### src/logic/lcdc_regs.vh
`ifndef LCDC_REGS_VH
`define LCDC_REGS_VH

// Register word indices; the APB byte address is four times the index.
`define LCDC_CTRL_IDX        8'hDC
`define LCDC_STAT_IDX        8'hDE
`define LCDC_RAM_FIRST_IDX   8'hE0
`define LCDC_RAM_LAST_IDX    8'hF7
`define LCDC_RAM_BYTES       24
`define LCDC_ROW_STRIDE      5'h06

// Control register fields and reset value.
`define LCDC_CTRL_RESET      8'h00
`define LCDC_DRV_LSB         0
`define LCDC_PRE_LSB         3
`define LCDC_DUTY_LSB        6

// Prescaler select codes.
`define LCDC_PRE_OFF         3'h0
`define LCDC_PRE_STANDBY     3'h1
`define LCDC_PRE_BAD_A       3'h2
`define LCDC_PRE_DIV32       3'h3
`define LCDC_PRE_DIV64       3'h4
`define LCDC_PRE_DIV128      3'h5
`define LCDC_PRE_DIV256      3'h6
`define LCDC_PRE_BAD_B       3'h7

// Drive frequency code that must not be used.
`define LCDC_DRV_BAD         3'h7

// Duty select codes.
`define LCDC_DUTY_4          2'h0
`define LCDC_DUTY_1          2'h1
`define LCDC_DUTY_2          2'h2
`define LCDC_DUTY_3          2'h3

// Status register bit positions.
`define LCDC_ST_RUN          0
`define LCDC_ST_MISS         1
`define LCDC_ST_COM_LSB      2
`define LCDC_ST_PHASE        4
`define LCDC_ST_HIZ          5
`define LCDC_ST_LOWZ         6

// Pin drive level codes.
`define LCDC_LVL_GND         2'b00
`define LCDC_LVL_THIRD       2'b01
`define LCDC_LVL_TWO_THIRDS  2'b10
`define LCDC_LVL_FULL        2'b11

// Timing.
`define LCDC_LOWZ_REF_CYCLES 4'h8
`define LCDC_CLK_PERIOD_NS   10
`define LCDC_SUPV_TIMEOUT_NS 61035
// Supervisor timeout in pclk cycles, rounded up, sized to match the 16-bit parameter.
`define LCDC_SUPV_CYCLES     16'h17D8

`endif

### src/logic/lcdc_ram.v
module lcdc_ram #(
  parameter DEPTH = 24
) (
  input  wire        pclk,
  input  wire        wr_en,
  input  wire [4:0]  wr_addr,
  input  wire [7:0]  wr_data,
  input  wire [4:0]  rd_addr,
  output wire [7:0]  rd_data,
  input  wire [4:0]  row_base,
  output wire [39:0] row_data
);

  reg [7:0] mem [0:DEPTH-1];

  // Memory is not reset so that software sees undefined contents, as a plain RAM would.
  always @(posedge pclk) begin
    if (wr_en) begin
      mem[wr_addr] <= wr_data;
    end
  end

  assign rd_data = mem[rd_addr];

  // A second read port lets refresh run without ever holding off the bus.
  assign row_data = {mem[row_base + 5'h04], mem[row_base + 5'h03], mem[row_base + 5'h02],
                     mem[row_base + 5'h01], mem[row_base]};

endmodule

### src/logic/lcdc_clkgen.v
`include "lcdc_regs.vh"

module lcdc_clkgen #(
  parameter [15:0] SUPV_CYCLES = `LCDC_SUPV_CYCLES
) (
  input  wire       pclk,
  input  wire       presetn,
  input  wire       main_tick,
  input  wire       standby_tick,
  input  wire [2:0] prescale_sel,
  input  wire [2:0] drive_sel,
  input  wire       restart,
  output reg        ref_tick_q,
  output reg        drive_edge_q,
  output reg        clock_missing_q
);

  reg  [7:0]  pre_cnt_q;
  reg  [7:0]  half_cnt_q;
  reg  [15:0] sup_cnt_q;
  wire [7:0]  pre_term;
  wire [7:0]  half_term;
  wire        main_sel;
  wire        src_tick;

  function [7:0] pre_terminal;
    input [2:0] code;
    begin
      case (code)
        `LCDC_PRE_DIV32:  pre_terminal = 8'h1F;
        `LCDC_PRE_DIV64:  pre_terminal = 8'h3F;
        `LCDC_PRE_DIV128: pre_terminal = 8'h7F;
        default:          pre_terminal = 8'hFF;
      endcase
    end
  endfunction

  // Half a drive period in reference ticks: every half period is one drive edge.
  function [7:0] half_terminal;
    input [2:0] code;
    begin
      case (code)
        3'h0:    half_terminal = 8'hFF;
        3'h1:    half_terminal = 8'hBF;
        3'h2:    half_terminal = 8'h7F;
        3'h3:    half_terminal = 8'h5F;
        3'h4:    half_terminal = 8'h3F;
        3'h5:    half_terminal = 8'h2F;
        default: half_terminal = 8'h1F;
      endcase
    end
  endfunction

  assign pre_term  = pre_terminal(prescale_sel);
  assign half_term = half_terminal(drive_sel);
  assign main_sel  = (prescale_sel >= `LCDC_PRE_DIV32) && (prescale_sel <= `LCDC_PRE_DIV256);
  assign src_tick  = ((prescale_sel == `LCDC_PRE_STANDBY) && standby_tick) ||
                     (main_sel && main_tick && (pre_cnt_q == pre_term));

  always @(posedge pclk or negedge presetn) begin
    if (!presetn) begin
      pre_cnt_q       <= 8'h00;
      half_cnt_q      <= 8'h00;
      sup_cnt_q       <= 16'h0000;
      ref_tick_q      <= 1'b0;
      drive_edge_q    <= 1'b0;
      clock_missing_q <= 1'b0;
    end else if (restart) begin
      pre_cnt_q       <= 8'h00;
      half_cnt_q      <= 8'h00;
      sup_cnt_q       <= 16'h0000;
      ref_tick_q      <= 1'b0;
      drive_edge_q    <= 1'b0;
      clock_missing_q <= 1'b0;
    end else begin
      ref_tick_q <= src_tick;
      if (main_sel && main_tick) begin
        pre_cnt_q <= (pre_cnt_q == pre_term) ? 8'h00 : pre_cnt_q + 8'h01;
      end
      drive_edge_q <= ref_tick_q && (half_cnt_q == half_term);
      if (ref_tick_q) begin
        half_cnt_q <= (half_cnt_q == half_term) ? 8'h00 : half_cnt_q + 8'h01;
      end
      if (ref_tick_q) begin
        sup_cnt_q       <= 16'h0000;
        clock_missing_q <= 1'b0;
      end else if (sup_cnt_q >= SUPV_CYCLES - 16'h0001) begin
        clock_missing_q <= 1'b1;
      end else begin
        sup_cnt_q <= sup_cnt_q + 16'h0001;
      end
    end
  end

endmodule

### src/logic/lcdc_top.v
`include "lcdc_regs.vh"

module lcdc_top #(
  parameter [15:0] SUPV_CYCLES = `LCDC_SUPV_CYCLES
) (
  input  wire        pclk,
  input  wire        presetn,
  input  wire        psel,
  input  wire        penable,
  input  wire        pwrite,
  input  wire [11:0] paddr,
  input  wire [31:0] pwdata,
  output wire        pready,
  output reg  [31:0] prdata,
  output wire        pslverr,
  input  wire        main_tick,
  input  wire        standby_tick,
  output reg  [79:0] seg_level_q,
  output reg  [7:0]  com_level_q,
  output wire        high_impedance_divider,
  output wire        low_impedance_divider
);

  reg  [7:0]  ctrl_hold_q;
  reg  [7:0]  ctrl_act_q;
  reg  [1:0]  com_q;
  reg         phase_q;
  reg  [3:0]  lowz_cnt_q;
  reg  [79:0] seg_level_d;
  reg  [7:0]  com_level_d;
  wire [7:0]  word_idx;
  wire        aligned;
  wire        hit_ctrl;
  wire        hit_stat;
  wire        hit_ram;
  wire        mapped;
  wire        setup_ph;
  wire        access_ph;
  wire [7:0]  ram_off;
  wire [7:0]  ram_rd;
  wire [39:0] row_data;
  wire [4:0]  row_base;
  wire [1:0]  duty;
  wire [2:0]  pre_sel;
  wire [2:0]  drv_sel;
  wire [1:0]  last_com;
  wire        ref_tick;
  wire        drive_edge;
  wire        clock_missing;
  wire        cfg_valid;
  wire        running;
  wire        frame_end;
  wire        apply;
  wire        cfg_change;
  wire [7:0]  status;
  integer     k;

  // Active backplanes minus one for a duty code.
  function [1:0] last_backplane;
    input [1:0] code;
    begin
      case (code)
        `LCDC_DUTY_4: last_backplane = 2'h3;
        `LCDC_DUTY_1: last_backplane = 2'h0;
        `LCDC_DUTY_2: last_backplane = 2'h1;
        default:      last_backplane = 2'h2;
      endcase
    end
  endfunction

  // Segment level: lit pixels sit opposite the selected backplane, dark ones near it.
  function [1:0] seg_code;
    input       on;
    input       phase;
    input [1:0] code;
    begin
      if (on) begin
        seg_code = phase ? `LCDC_LVL_FULL : `LCDC_LVL_GND;
      end else if ((code == `LCDC_DUTY_1) || (code == `LCDC_DUTY_2)) begin
        seg_code = phase ? `LCDC_LVL_GND : `LCDC_LVL_FULL;
      end else begin
        seg_code = phase ? `LCDC_LVL_THIRD : `LCDC_LVL_TWO_THIRDS;
      end
    end
  endfunction

  // Backplane level; the half level of two-backplane mode uses the one-third tap,
  // which the board ties to the two-thirds tap.
  function [1:0] com_code;
    input       sel;
    input       used;
    input       phase;
    input [1:0] code;
    begin
      if (!used) begin
        com_code = `LCDC_LVL_GND;
      end else if (sel) begin
        com_code = phase ? `LCDC_LVL_GND : `LCDC_LVL_FULL;
      end else if (code == `LCDC_DUTY_2) begin
        com_code = `LCDC_LVL_THIRD;
      end else begin
        com_code = phase ? `LCDC_LVL_TWO_THIRDS : `LCDC_LVL_THIRD;
      end
    end
  endfunction

  assign word_idx  = paddr[9:2];
  assign aligned   = (paddr[1:0] == 2'b00) && (paddr[11:10] == 2'b00);
  assign hit_ctrl  = aligned && (word_idx == `LCDC_CTRL_IDX);
  assign hit_stat  = aligned && (word_idx == `LCDC_STAT_IDX);
  assign hit_ram   = aligned && (word_idx >= `LCDC_RAM_FIRST_IDX) && (word_idx <= `LCDC_RAM_LAST_IDX);
  assign mapped    = hit_ctrl || hit_stat || hit_ram;
  assign setup_ph  = psel && !penable;
  assign access_ph = psel && penable;
  assign ram_off   = word_idx - `LCDC_RAM_FIRST_IDX;

  // Zero wait states: the slave always completes in the first access cycle.
  assign pready  = 1'b1;
  assign pslverr = access_ph && !mapped;

  assign duty    = ctrl_act_q[`LCDC_DUTY_LSB +: 2];
  assign pre_sel = ctrl_act_q[`LCDC_PRE_LSB +: 3];
  assign drv_sel = ctrl_act_q[`LCDC_DRV_LSB +: 3];

  assign last_com = last_backplane(duty);

  assign cfg_valid = (pre_sel != `LCDC_PRE_OFF) && (pre_sel != `LCDC_PRE_BAD_A) &&
                     (pre_sel != `LCDC_PRE_BAD_B) && (drv_sel != `LCDC_DRV_BAD);
  assign running   = cfg_valid && !clock_missing;

  assign frame_end = running && drive_edge && phase_q && (com_q == last_com);
  // apply held settings at frame end, or at once while not running
  assign apply     = frame_end || (!running && (ctrl_hold_q != ctrl_act_q));
  // Restarting only on a real change keeps the reference phase, so frames do not stretch every frame end.
  assign cfg_change = apply && (ctrl_hold_q != ctrl_act_q);

  // row of five bytes per backplane
  assign row_base = ({3'b000, com_q} * `LCDC_ROW_STRIDE) + 5'h01;

  assign status = {1'b0, low_impedance_divider, high_impedance_divider, phase_q, com_q, clock_missing, running};

  lcdc_ram #(
    .DEPTH (`LCDC_RAM_BYTES)
  ) u_ram (
    .pclk     (pclk),
    .wr_en    (access_ph && pwrite && hit_ram),
    .wr_addr  (ram_off[4:0]),
    .wr_data  (pwdata[7:0]),
    .rd_addr  (ram_off[4:0]),
    .rd_data  (ram_rd),
    .row_base (row_base),
    .row_data (row_data)
  );

  lcdc_clkgen #(
    .SUPV_CYCLES (SUPV_CYCLES)
  ) u_clkgen (
    .pclk            (pclk),
    .presetn         (presetn),
    .main_tick       (main_tick),
    .standby_tick    (standby_tick),
    .prescale_sel    (pre_sel),
    .drive_sel       (drv_sel),
    .restart         (cfg_change),
    .ref_tick_q      (ref_tick),
    .drive_edge_q    (drive_edge),
    .clock_missing_q (clock_missing)
  );

  // Read data is captured in the setup cycle so that it is a flip-flop output in the access cycle.
  always @(posedge pclk or negedge presetn) begin
    if (!presetn) begin
      prdata <= 32'h00000000;
    end else if (setup_ph && !pwrite) begin
      if (hit_ctrl) begin
        prdata <= {24'h000000, ctrl_hold_q};
      end else if (hit_stat) begin
        prdata <= {24'h000000, status};
      end else if (hit_ram) begin
        prdata <= {24'h000000, ram_rd};
      end else begin
        prdata <= 32'h00000000;
      end
    end
  end

  always @(posedge pclk or negedge presetn) begin
    if (!presetn) begin
      ctrl_hold_q <= `LCDC_CTRL_RESET;
      ctrl_act_q  <= `LCDC_CTRL_RESET;
      com_q       <= 2'h0;
      phase_q     <= 1'b0;
    end else begin
      if (access_ph && pwrite && hit_ctrl) begin
        ctrl_hold_q <= pwdata[7:0];
      end
      if (apply) begin
        ctrl_act_q <= ctrl_hold_q;
        com_q      <= 2'h0;
        phase_q    <= 1'b0;
      end else if (running && drive_edge) begin
        // two drive edges per backplane slot
        if (!phase_q) begin
          phase_q <= 1'b1;
        end else begin
          phase_q <= 1'b0;
          com_q   <= com_q + 2'h1;
        end
      end
    end
  end

  // low-impedance window of eight reference cycles
  always @(posedge pclk or negedge presetn) begin
    if (!presetn) begin
      lowz_cnt_q <= 4'h0;
    end else if (!running) begin
      lowz_cnt_q <= 4'h0;
    end else if (drive_edge) begin
      lowz_cnt_q <= `LCDC_LOWZ_REF_CYCLES;
    end else if (ref_tick && (lowz_cnt_q != 4'h0)) begin
      lowz_cnt_q <= lowz_cnt_q - 4'h1;
    end
  end

  assign high_impedance_divider = running;
  assign low_impedance_divider  = running && (lowz_cnt_q != 4'h0);

  // refresh reads the second memory port
  always @* begin
    seg_level_d = 80'h0;
    com_level_d = 8'h00;
    if (running) begin
      for (k = 0; k < 40; k = k + 1) begin
        seg_level_d[2*k +: 2] = seg_code(row_data[k], phase_q, duty);
      end
      for (k = 0; k < 4; k = k + 1) begin
        com_level_d[2*k +: 2] = com_code(com_q == k[1:0], k[1:0] <= last_com, phase_q, duty);
      end
    end
  end

  always @(posedge pclk or negedge presetn) begin
    if (!presetn) begin
      seg_level_q <= 80'h0;
      com_level_q <= 8'h00;
    end else begin
      seg_level_q <= seg_level_d;
      com_level_q <= com_level_d;
    end
  end

endmodule

### config.mk
export PLATFORM = sky130hd
export DESIGN_NAME = lcdc_top
export DESIGN_NICKNAME = d
export VERILOG_FILES = /design/src/logic/lcdc_ram.v /design/src/logic/lcdc_clkgen.v /design/src/logic/lcdc_top.v
export VERILOG_INCLUDE_DIRS = /design/src /design/src/logic
export SDC_FILE = /design/constraint.sdc
export NUM_CORES = 1
export LEC_CHECK = 0
export BUFFER_PORTS_ARGS = -buffer_cell sky130_fd_sc_hd__buf_2
export CAP_MARGIN = 0
export CORE_AREA = 2 2 136 237
export DETAILED_ROUTE_END_ITERATION = 10
export DIE_AREA = 0 0 138 239
export MAX_ROUTING_LAYER = met4
export PLACE_DENSITY = 0.77
export SLEW_MARGIN = 30
export SYNTH_ARGS = -nofsm -noshare
export SYNTH_HDL_FRONTEND = slang
export SYNTH_SLANG_ARGS = --single-unit
### constraint.sdc
create_clock -name pclk -period 3.8 [get_ports pclk]
set_clock_uncertainty 0.15 [all_clocks]
set_input_delay 0.76 -clock pclk [delete_from_list [all_inputs] [get_ports pclk]]
set_output_delay 0.76 -clock pclk [all_outputs]
set_load 0.02 [all_outputs]
[Word-level counts from Yosys, hierarchy flattened]
Memory sizes are Yosys's and may differ from the RTL's.
Cells that the tools add are included.
Storage, ports and cells
  bits in registers: 178
  RAM bits: 192
  output and inout bits: 124
  memories: 1
Memory list
  u_ram.mem: words 24, width 8, rd ports 6, clocked after memory_dff 0, wr ports 1, RTL line lcdc_ram.v:14  | reg [7:0] mem [0:DEPTH-1];
Cells by class
  add/sub/neg operators: 11
  $mul: 1
  $lt $le $gt $ge: 9
  equality and inequality tests: 25
  mux-type cells: 87
  reductions and logical operators: 51
Operators with widths (number)
  2-to-1 mux 2 bit: 57
  2-to-1 mux 8 bit: 10
  2-to-1 mux 80 bit: 1
  2-to-1 mux 16 bit: 3
  case mux 8 bit (6 select lines): 1
  logical AND 1 bit: 28
  case mux 8 bit (3 select lines): 1
  adder 16 x 1 -> 16 bit, second input constant: 1
  adder 8 x 1 -> 8 bit, second input constant: 2
  equality test 8 bit: 2
  equality test 8 bit, second input constant: 2
  >= comparator 16 x 13 -> 1 bit, second input constant: 1
  equality test 3 bit, second input constant: 4
  2-to-1 mux 4 bit: 3
  adder 5 x 1 -> 5 bit, second input constant: 2
  adder 5 x 2 -> 5 bit, second input constant: 2
  2-to-1 mux 1 bit: 10
  equality test 3 x 2 -> 1 bit, second input constant: 3
  >= comparator 8 bit, second input constant: 1
  less-or-equal comparator 8 bit, second input constant: 1
  logical NOT 2 bit: 4
  != test 8 bit: 1
  nonzero test 2 bit: 4
  equality test 2 bit, second input constant: 3
  other kinds (22): 37

[Depth between registers and ports, before layout]
Gate-level depths: netlist of the first run.
  depth in word-level cells: 11
  depth in mapped cells: 13
  depth with buffers taken out: 8

[Cells and area by module]
Synthesis of the first run repeated with hierarchy kept, for this count alone.
Second synthesis, totals
  cells, all modules: 1971
  area total of the unflattened synthesis: 22462.8 um^2
Modules (own cells, without submodules)
  lcdc_ram: times used 1, cells an instance 1190, area an instance 14900.5 um^2, sequential area each 5765.5 um^2
  lcdc_top: times used 1, cells an instance 572, area an instance 5626.6 um^2, sequential area each 2977.9 um^2
  lcdc_clkgen: times used 1, cells an instance 209, area an instance 1935.6 um^2, sequential area each 875.8 um^2

[Least setup slack after synthesis of the first run]
No wires, ideal clock.
  path kind: reg-to-reg
  from: register com_q[0]
  to: register seg_level_q[26]
  library setup time: 78 ps
  arrival: 2965 ps
  data required time: 3572 ps
  setup slack: 607 ps
  cell stages (with the launch flop): 13
  buffers on the path: 6
  clock period less this slack: 3193 ps
  cells stage by stage: dfrtp_1 -> buf_6 -> buf_12 -> buf_4 -> buf_2 -> inv_1 -> ha_1 -> buf_2 -> buf_2 -> mux4_2 -> mux2i_1 -> o21ai_0 -> a21oi_1
On the way
  longest elaborated chain between the ends: 6
RTL lines
  start, declared: RTL line lcdc_top.v:26  | reg [1:0] com_q;
  start signal, assigned: RTL line lcdc_top.v:207  | com_q <= com_q + 2'h1;
  multiplier 2 x 2 -> 4 bit (no source line)
  adder 5 x 1 -> 5 bit: RTL line lcdc_top.v:138  | assign row_base = ({3'b000, com_q} * `LCDC_ROW_STRIDE) + 5'h01;
  adder 5 x 1 -> 5 bit: RTL line lcdc_ram.v:27  | mem[row_base + 5'h01], mem[row_base]};
  memory (24 x 8 bit)
  2-to-1 mux 2 bit: RTL line lcdc_top.v:77  | if (on) begin
  2-to-1 mux 80 bit: RTL line lcdc_top.v:233  | if (running) begin
  named net seg_level_d[26]: RTL line lcdc_top.v:29  | reg [79:0] seg_level_d;
  end signal, assigned: RTL line lcdc_top.v:248  | seg_level_q <= seg_level_d;
  end, declared: RTL line lcdc_top.v:18  | output reg [79:0] seg_level_q,
The timed path passes the listed nets, and every way through them passes these cells.
A chain may end at the register's enable or synchronous reset.

[Worst setup path in the final report of the first run]
  from: register ctrl_act_q[3]
  to: output port high_impedance_divider
On the way
  longest elaborated chain between the ends: 5
  elaborated cells between the ends (all ways): 7
  classes of those cells: eq/ne: 2; reduce/logical: 5
RTL lines
  start, declared: RTL line lcdc_top.v:25  | reg [7:0] ctrl_act_q;
  start signal, assigned: RTL line lcdc_top.v:190  | ctrl_act_q <= `LCDC_CTRL_RESET;
  start signal, assigned: RTL line lcdc_top.v:198  | ctrl_act_q <= ctrl_hold_q;
  != test 3 x 2 -> 1 bit (no source line) / nonzero test 3 bit (equally long branches)
  logical AND 1 bit: RTL line lcdc_top.v:127  | assign cfg_valid = (pre_sel != `LCDC_PRE_OFF) && (pre_sel != `LCDC_PRE_BAD_A) &&
  logical AND 1 bit (*) (2 in series): RTL line lcdc_top.v:127
  logical AND 1 bit (*): RTL line lcdc_top.v:129  | assign running = cfg_valid && !clock_missing;
  end, declared: RTL line lcdc_top.v:20  | output wire high_impedance_divider,
Every way passes the cells marked *; elsewhere a longest branch is shown, timed or not.

==> impl_results.rst, run 1 <==
.. list-table::
   :header-rows: 1

   * - Metric
     - Value
   * - Cell mode on critical path
     - sky130_fd_sc_hd__buf_4
   * - Data required time at the worst endpoint
     - 2.89 ns
   * - Number of rows in the core area
     - 86
   * - Ys Warns
     - 0
   * - Count of flip-flops with a built-in enable after synthesis
     - 192
   * - Main combinational cell family by area after synthesis
     - multiplexers
   * - Number of antenna violations at the first check in global routing
     - 0
   * - Delay-heaviest family, CP
     - buffers and inverters
   * - Clock tree from TritonCTS
     - built
   * - Slowest-stage cell, CP
     - sky130_fd_sc_hd__dfrtp_1
   * - Number of instances resized during post-cts repair
     - 0
   * - Root buffer selected by CTS
     - sky130_fd_sc_hd__clkbuf_16
   * - Final Max Slew Viols
     - 0
   * - Non-Filler Instances
     - 1,731
   * - Post-detailed-route wirelength per cell
     - 27.1 um
   * - ANT nets after route
     - 0
   * - Placeable core region
     - 31,200 sq um
   * - Worst slack at placement
     - 0.594 ns
   * - Number of vias per cell
     - 6.58
   * - Setup fix buffers added after clock tree synthesis
     - 0
   * - Power density over cell area
     - 402 nW/um^2
   * - Source-to-sink clock delay at the later pin of the worst-skew pair
     - 0.60 ns
   * - Number of DRC markers in iteration 0
     - 1,381
   * - Number of clock sinks seen by CTS
     - 346
   * - Critical path class
     - flop to output pin
   * - Register area
     - 9620 sq um
   * - Clock transition at path regs
     - 0.07 ns
   * - Final Routed Wirelength
     - 47.0 mm
   * - Sequential area share after synthesis
     - 0.549
   * - Clock buffer count from CTS
     - 30
   * - Synth Area in Simple Gates
     - 0.0657
   * - Max-slew headroom
     - 0.446
   * - Min Clock Period, post-route
     - 3.30 ns
   * - Cell Area, Synth
     - 17,500 sq um
   * - Critical Path Sink Type
     - output pin
   * - Fraction of registers with async set/reset
     - 0.445
   * - Initial standard-cell utilization of the core
     - 0.561
   * - Fill cell count
     - 2,240
   * - Vias
     - 11.4k
   * - Adder and majority gate portion of the synthesized area
     - 0.0122
   * - Final-stage net count
     - 1,380
   * - First-pass GRT wire length
     - 70.7 mm
   * - Post-Synthesis Cells
     - 1,187
   * - Overall power of the completed layout
     - 7.85 mW
   * - Max-Cap Viols
     - 0
   * - Arrival time of data at the critical path endpoint
     - 2.39 ns
   * - Placer's final routability congestion estimate
     - 0.946
   * - IO buf count
     - 125
   * - Global-route congestion overflow total
     - 0
   * - Share of cell area taken by muxes after synthesis
     - 0.250
   * - Buffers from clock root to sink, at most
     - 3
   * - ANT cells
     - 0
   * - Hold_buf cts
     - 0
   * - Finished Core Util
     - 0.626
   * - Slowest stage delay, CP
     - 0.49 ns
   * - Number of distinct standard cells referenced by the synthesized netlist
     - 65
   * - Number of levels the H-tree was split into
     - 1
   * - Maximum fanout count along the critical path
     - 41
   * - Final setup violating endpoints
     - 0
   * - Die width
     - 138 um
   * - VDD IR max
     - 431 uV
   * - Overall fraction of global-route tracks in use
     - 0.295
   * - Die ar.
     - 33,000 sq um
   * - Average footprint of a synthesized cell
     - 14.7 sq um
   * - Area fraction in compound gates after synthesis
     - 0.0568
   * - Share of post-route cells with drive strength above 1
     - 0.325
   * - Area growth from synthesis to final layout
     - 11.6%
   * - Worst min-delay path class
     - primary input to asynchronous set/reset pin
   * - Post-detailed-placement half-perimeter wirelength
     - 33.9 mm
   * - Placed cell count
     - 1,676
   * - Unrepaired setup endpoints after global routing
     - no
   * - Number of placed I/O pins
     - 175
   * - Height of the die
     - 239 um
   * - Number of buffers and inverters on the critical path
     - 4
   * - Top_reg_cell synth
     - sky130_fd_sc_hd__edfxtp_1
   * - Pre-Repair DR Iteration Count
     - 8
   * - Largest net degree at the start of global routing
     - 112
   * - TNS Setup
     - 0 ns
   * - Least-Margin Pin Slew
     - 0.830 ns
   * - Number of hold violations in the final report
     - 0
   * - PnR worst setup slack
     - 0.498 ns
   * - Number of global-route vias before repair
     - 11.4k
   * - Leakage
     - 7.59 nW
   * - Maximum achievable frequency
     - 303 MHz
   * - Result of the run
     - complete, no violations
   * - Area occupied by multi-input gates
     - 7220 sq um
   * - Yosys reg bits
     - 346
   * - Post-route DRC violation count
     - 0
   * - Fin crit share
     - 0.869
   * - Kind of start point of the critical path
     - flop
   * - Xor/xnor share of the synthesized area
     - 0.0209
   * - Ordered cell list for the critical path
     - nor2b_1, o21ai_2, buf_4, inv_2, buf_4, buf_2
==> where the power goes <==
part	switching (mW)	internal [mW]
Sequential	0.0312	4.00
Combinational	0.428	0.192
Clock	1.40	1.81
==> sequential cells by signal, summed over array words and instances (netlist names), 2 cells and up <==
signal	flops
u_ram.mem	192
seg_level_q	80
u_clkgen.sup_cnt_q	16
com_level_q	8
ctrl_act_q	8
ctrl_hold_q	8
prdata	8
u_clkgen.half_cnt_q	8
u_clkgen.pre_cnt_q	8
lowz_cnt_q	4
com_q	2
==> layer usage <==
metal | vias to the layer above | routed length [um] | track usage
met2 | 683 | 24800 | 0.507
met3 | 167 | 3330 | 0.0333
met5 | - | 0 | -
li1 | 4780 | - | -
met1 | 5761 | 15300 | 0.330
met4 | 0 | 3510 | 0.182
==> stage by stage <==
step                      cell area (sq um)  hold slack (ns)
after floorplan                       17600            0.314
after global placement                18500            0.332
after detailed placement              18500            0.349
after CTS                             19500            0.187
after global routing                  19500            0.198
final                                 19500            0.113
==> cell families (layout without fill, tap and decap cells) <==
| group | Yosys count | count (layout) |
|---|---|---|
| other cells | 2 | 25 |
| fa+ha+maj | 17 | 17 |
| compound gates | 173 | 173 |
| buf+inv | 130 | 255 |
| flops | 346 | 346 |
| simple gates | 237 | 237 |
| mux | 241 | 241 |
| xor+xnor | 41 | 41 |
==> placed cells by master (no fill, tap or decap), types with 4 or more instances in the layout <==
cell                        count
sky130_fd_sc_hd__clkinv_2       5
sky130_fd_sc_hd__a21oi_1       51
sky130_fd_sc_hd__clkinv_1       4
sky130_fd_sc_hd__mux4_2       154
sky130_fd_sc_hd__inv_1         24
sky130_fd_sc_hd__a211oi_1       4
sky130_fd_sc_hd__xor2_1        28
sky130_fd_sc_hd__nor2b_1        5
sky130_fd_sc_hd__nand2_1       45
sky130_fd_sc_hd__buf_4         47
sky130_fd_sc_hd__clkbuf_16     31
sky130_fd_sc_hd__dfrtp_1      153
sky130_fd_sc_hd__a2111oi_0      5
sky130_fd_sc_hd__conb_1        25
sky130_fd_sc_hd__buf_12         4
sky130_fd_sc_hd__bufinv_16      4
sky130_fd_sc_hd__o211ai_1       5
sky130_fd_sc_hd__nor2_1        80
sky130_fd_sc_hd__nand3b_1       4
sky130_fd_sc_hd__nand2b_1       6
sky130_fd_sc_hd__o21ai_0       42
sky130_fd_sc_hd__mux2i_1       51
sky130_fd_sc_hd__edfxtp_1     192
sky130_fd_sc_hd__nor4_1         5
sky130_fd_sc_hd__nor3_1        20
sky130_fd_sc_hd__and2_1         8
sky130_fd_sc_hd__ha_1          16
sky130_fd_sc_hd__clkinv_4       4
sky130_fd_sc_hd__nand3_1       31
sky130_fd_sc_hd__xnor2_1       12
sky130_fd_sc_hd__buf_2        123
sky130_fd_sc_hd__o21ai_1       40
sky130_fd_sc_hd__or3_1          6
sky130_fd_sc_hd__mux2_2        36
sky130_fd_sc_hd__and3_1         9
==> path summary, 6_finish.rpt <==
path,from,end,slack (ns),cells after the start
worst min-delay path,presetn,u_clkgen.sup_cnt_q[13],0.11,1
max in group asynchronous,presetn,seg_level_q[19],2.61,2
worst max-delay path,ctrl_act_q[3],high_impedance_divider,0.50,6
min in group pclk,u_clkgen.sup_cnt_q[13],u_clkgen.sup_cnt_q[13],0.37,2
worst max register to register,com_q[1],seg_level_q[19],0.56,7
worst min register to register,u_clkgen.sup_cnt_q[13],u_clkgen.sup_cnt_q[13],0.37,2
==> cell type report <==
cell class	count	area share
clock buffer	34	0.0414
sequential	346	0.493
tap	396	0.0254
multi-input combinational	734	0.370
timing repair buffer	175	0.0544
clock inverter	21	0.0118
inverter	25	0.00480
==> Yosys cell counts (all sizes together), types with 9 or more instances <==
cell type | number | area [sq um]
dfrtp | 154 | 3850
a21oi | 51 | 255
nand3 | 31 | 155
nor3 | 20 | 100
xor2 | 29 | 262
nand2 | 45 | 169
xnor2 | 12 | 105
buf | 76 | 569
clkbuf | 29 | 109
inv | 25 | 93.8
mux2i | 51 | 510
o21ai | 85 | 433
ha | 17 | 213
nor2 | 82 | 318
edfxtp | 192 | 5770
mux2 | 36 | 405
and3 | 9 | 56.3
mux4 | 154 | 3470
No activity file was read; power rests on OpenSTA's default activity.
==> inputs of run 2 (changes only) <==
Settings changed: ABC_AREA from default to 1, CORE_AREA 2 2 136 237 to 2 2 141 245, DIE_AREA 0 0 138 239 to 0 0 143 247, PLACE_DENSITY 0.77 to 0.76.
==> run 2 against run 1 <==
  * First-iteration DRC count rose by 31%
  * Cell count grew 70%
  * Clock power is 15% higher
  * Sequential share of layout area down 3.7 points
  * Hold slack improved by 0.22 ns
==> impl_results.rst, run 2 <==
.. list-table::
   :header-rows: 1

   * - Metric
     - Value
   * - Result of the run
     - complete, no violations
   * - Worst min-delay path class
     - flop to flop
   * - TNS Setup
     - 0 ns (unchanged)
   * - Kind of start point of the critical path
     - flop
   * - Number of hold violations in the final report
     - 0 (unchanged)
   * - IO buf count
     - 125 (unchanged)
   * - Met2 WL
     - 34.4 mm (+39%)
   * - Post-Synthesis Cells
     - 2,345 (+98%)
   * - Post-detailed-route wirelength per cell
     - 23.3 um (-14%)
   * - Met3 routed WL
     - 4.88 mm (+47%)
   * - Die width
     - 143 um (+3.6%)
   * - RR Startpoint
     - com_q[0]
   * - ANT nets after route
     - 0 (unchanged)
   * - Yosys reg bits
     - 346 (unchanged)
   * - Number of instances resized during post-cts repair
     - 0 (unchanged)
   * - Share of post-route cells with drive strength above 1
     - 0.118 (-0.207)
   * - ANT cells
     - 0 (unchanged)
   * - Slowest stage delay, CP
     - 0.52 ns (+0.03 ns)
   * - Final setup violating endpoints
     - 0 (unchanged)
   * - Max-slew headroom
     - 0.375 (-0.0715)
   * - First-pass GRT wire length
     - 99.0 mm (+40%)
   * - Root buffer selected by CTS
     - sky130_fd_sc_hd__clkbuf_16
   * - PnR worst setup slack
     - 0.339 ns (-0.159 ns)
   * - Final Max Slew Viols
     - 0 (unchanged)
   * - Highest routing layer actually used
     - met4
   * - Critical Path Sink Type
     - output pin
   * - Top area cells in the synthesized netlist
     - sky130_fd_sc_hd__edfxtp_1, sky130_fd_sc_hd__dfrtp_1, sky130_fd_sc_hd__nand2_1, sky130_fd_sc_hd__nor2_1, sky130_fd_sc_hd__nand3_1
   * - Post-detailed-placement half-perimeter wirelength
     - 49.5 mm (+46%)
   * - Count of flip-flops with a built-in enable after synthesis
     - 192 (unchanged)
   * - Max-Cap Viols
     - 0 (unchanged)
   * - Height of the die
     - 247 um (+3.3%)
   * - Pre-Repair DR Iteration Count
     - 8 (unchanged)
   * - Buffers from clock root to sink, at most
     - 3 (unchanged)
   * - Clock tree from TritonCTS
     - built
   * - Source-to-sink clock delay at the later pin of the worst-skew pair
     - 0.56 ns (-0.04 ns)
   * - Area growth from synthesis to final layout
     - 12.6%
   * - Initial standard-cell utilization of the core
     - 0.559 (-0.00184)
   * - Sequential area share after synthesis
     - 0.513 (-0.0362)
   * - Number of distinct standard cells referenced by the synthesized netlist
     - 47 (-28%)
   * - Post-route design area
     - 21,100 sq um (+8.1%)
   * - Placeable core region
     - 33,500 sq um (+7.4%)
   * - Slowest-stage cell, CP
     - sky130_fd_sc_hd__clkinv_1
   * - Final Routed Wirelength
     - 68.4 mm (+46%)
   * - Number of antenna violations at the first check in global routing
     - 0 (unchanged)
   * - Placement Cell Area
     - 19,900 sq um (+7.4%)
   * - Biggest registers after layout
     - u_ram.mem x192, seg_level_q x80, u_clkgen.sup_cnt_q x16
   * - Flip-flop count of the largest register, all copies and words added
     - 192 (unchanged)
   * - Critical path class
     - flop to output pin
   * - Ys Warns
     - 0 (unchanged)
   * - Number of global-route vias before repair
     - 16.0k (+41%)
   * - Source of the worst hold timing path
     - prdata[2]
   * - Worst slack at placement
     - 0.766 ns (+0.172 ns)
   * - Delay-heaviest family, CP
     - buffers and inverters
   * - Number of clock sinks seen by CTS
     - 346 (unchanged)
   * - Post-route met1 wirelength
     - 21.7 mm (+41%)
   * - Number of levels the H-tree was split into
     - 2 (+1)
   * - Number of rows in the core area
     - 89 (+3.5%)
   * - Least-Margin Pin Slew
     - 0.931 ns (+0.100 ns)
   * - Most common library cells after synthesis
     - sky130_fd_sc_hd__nand2_1, sky130_fd_sc_hd__nor2_1, sky130_fd_sc_hd__inv_1
   * - Number of vias per cell
     - 5.83 (-11%)
   * - Leading cell type in the layout, fill and taps excluded
     - sky130_fd_sc_hd__nand2_1
   * - Top_reg_cell synth
     - sky130_fd_sc_hd__edfxtp_1
   * - VDD IR max
     - 456 uV (+5.7%)
   * - Placer's final routability congestion estimate
     - 1.09 (+16%)
   * - Fin crit share
     - 0.911 (+0.0419)
   * - Min Clock Period, post-route
     - 3.46 ns (+0.159 ns)
   * - Leading cell types in the layout, fill and taps excluded
     - sky130_fd_sc_hd__nand2_1, sky130_fd_sc_hd__nor2_1, sky130_fd_sc_hd__inv_1
   * - Cell mode on critical path
     - sky130_fd_sc_hd__nand3_1
   * - Die ar.
     - 35,300 sq um (+7.1%)
   * - Vias
     - 17.1k (+50%)
   * - Overall power of the completed layout
     - 8.24 mW (+4.9%)
   * - Number of DRC markers in iteration 0
     - 1,809 (+31%)
   * - Unrepaired setup endpoints after global routing
     - no
   * - Post-route DRC violation count
     - 0 (unchanged)
   * - Maximum fanout count along the critical path
     - 11 (-73%)
   * - Top-count cell post-synth
     - sky130_fd_sc_hd__nand2_1
   * - Leakage
     - 10.1 nW (+33%)
   * - Fraction of registers with async set/reset
     - 0.445 (unchanged)
   * - Most flops, register
     - u_ram.mem
   * - Post-synthesis cell type with the largest combined area
     - sky130_fd_sc_hd__edfxtp_1
   * - Power density over cell area
     - 390 nW/um^2 (-2.9%)
   * - Synth top area share
     - 0.308 (-0.0217)
   * - Overall fraction of global-route tracks in use
     - 0.399 (+0.104)
   * - Clock buffer count from CTS
     - 35 (+17%)
   * - Arrival time of data at the critical path endpoint
     - 2.55 ns (+0.16 ns)
   * - Number of buffers and inverters on the critical path
     - 2 (-2)
   * - Data required time at the worst endpoint
     - 2.89 ns (about the same)
   * - Finished Core Util
     - 0.630 (+0.00399)
   * - Fill cell count
     - 2,906 (+30%)
   * - Global-route congestion overflow total
     - 0 (unchanged)
   * - Maximum achievable frequency
     - 289 MHz (-4.6%)
   * - Cell Area, Synth
     - 18,700 sq um (+7.1%)
   * - Clock transition at path regs
     - 0.06 ns (about the same)
   * - Ordered cell list for the critical path
     - nand3_1, nand3_1, clkinv_1, buf_2
   * - Final-stage net count
     - 2,525 (+83%)
   * - Beginning of the critical path
     - ctrl_act_q[5]
   * - Average footprint of a synthesized cell
     - 7.99 sq um (-46%)
   * - Number of placed I/O pins
     - 175 (unchanged)
   * - Largest net degree at the start of global routing
     - 112 (unchanged)
run 2: worst register-to-register path, delay by kind of cell (launching register included):
family / cells / cell delay (ns)
buffers and inverters: 3 / 1.04
flip-flops: 1 / 0.63
AND/OR/NAND/NOR: 5 / 0.76
XOR/XNOR: 1 / 0.18
adder cells (fa/ha/maj): 1 / 0.29
run 2: timing repair:
action | CTS | global route
endpoints found under the hold margin | 0 | 30
hold buffers | 0 | 1
buffers inserted | 0 | 0
run 2: worst paths after layout:
path / cells past startpoint / slack [ns] / to
hold / removal: 2 / 0.33 / prdata[2]
setup / recovery: 4 / 0.34 / high_impedance_divider
max in group asynchronous: 4 / 2.06 / seg_level_q[38]
setup reg to reg: 10 / 0.65 / seg_level_q[63]
min in group asynchronous: 2 / 0.52 / u_clkgen.sup_cnt_q[13]
hold reg to reg: 2 / 0.33 / prdata[2]
run 2: cells by family (layout without fill, tap and decap cells):
kind of cell             count (synthesis)  in the layout  share of synthesized area
AO/OA/AOI/OAI                          381            381                      0.113
XOR/XNOR                                29             29                     0.0140
adder cells (fa/ha/maj)                 17             17                     0.0113
flip-flops                             346            346                      0.513
buffers and inverters                  361            475                     0.0851
other                                    2             25                   0.000401
AND/OR/NAND/NOR                       1209           1209                      0.263
run 2: cell type report:
| type | instances | area [sq um] | area share |
|---|---|---|---|
| flip-flops and latches | 346 | 9620 | 0.456 |
| well taps | 455 | 569 | 0.0270 |
| clock buffers | 44 | 981 | 0.0465 |
| multi-input cells | 1661 | 7630 | 0.361 |
| repair buffers | 203 | 1290 | 0.0612 |
| clock inverters | 18 | 231 | 0.0110 |
| inverters | 210 | 788 | 0.0373 |
run 2: report_power, final:
part / total, mW / switching [mW] / internal [mW] / leakage (nW)
clock: 3.68 / 1.50 / 2.18 / 0.602
combinational: 0.514 / 0.378 / 0.137 / 5.63
sequential: 4.05 / 0.0375 / 4.01 / 3.86
total: 8.24 / 1.92 / 6.32 / 10.1
run 2: metal layers:
metal	global-route usage	vias up
li1	-	7840
met1	0.406	8077
met2	0.670	911
met3	0.0519	298
met4	0.345	0
met5	-	-
run 2: through the flow:
step	instances	hold slack, ns
detailed placement	2873	0.318
finish	2937	0.330
floorplan	2368	0.310
global route	2937	0.360
CTS	2935	0.218
global placement	2873	0.315
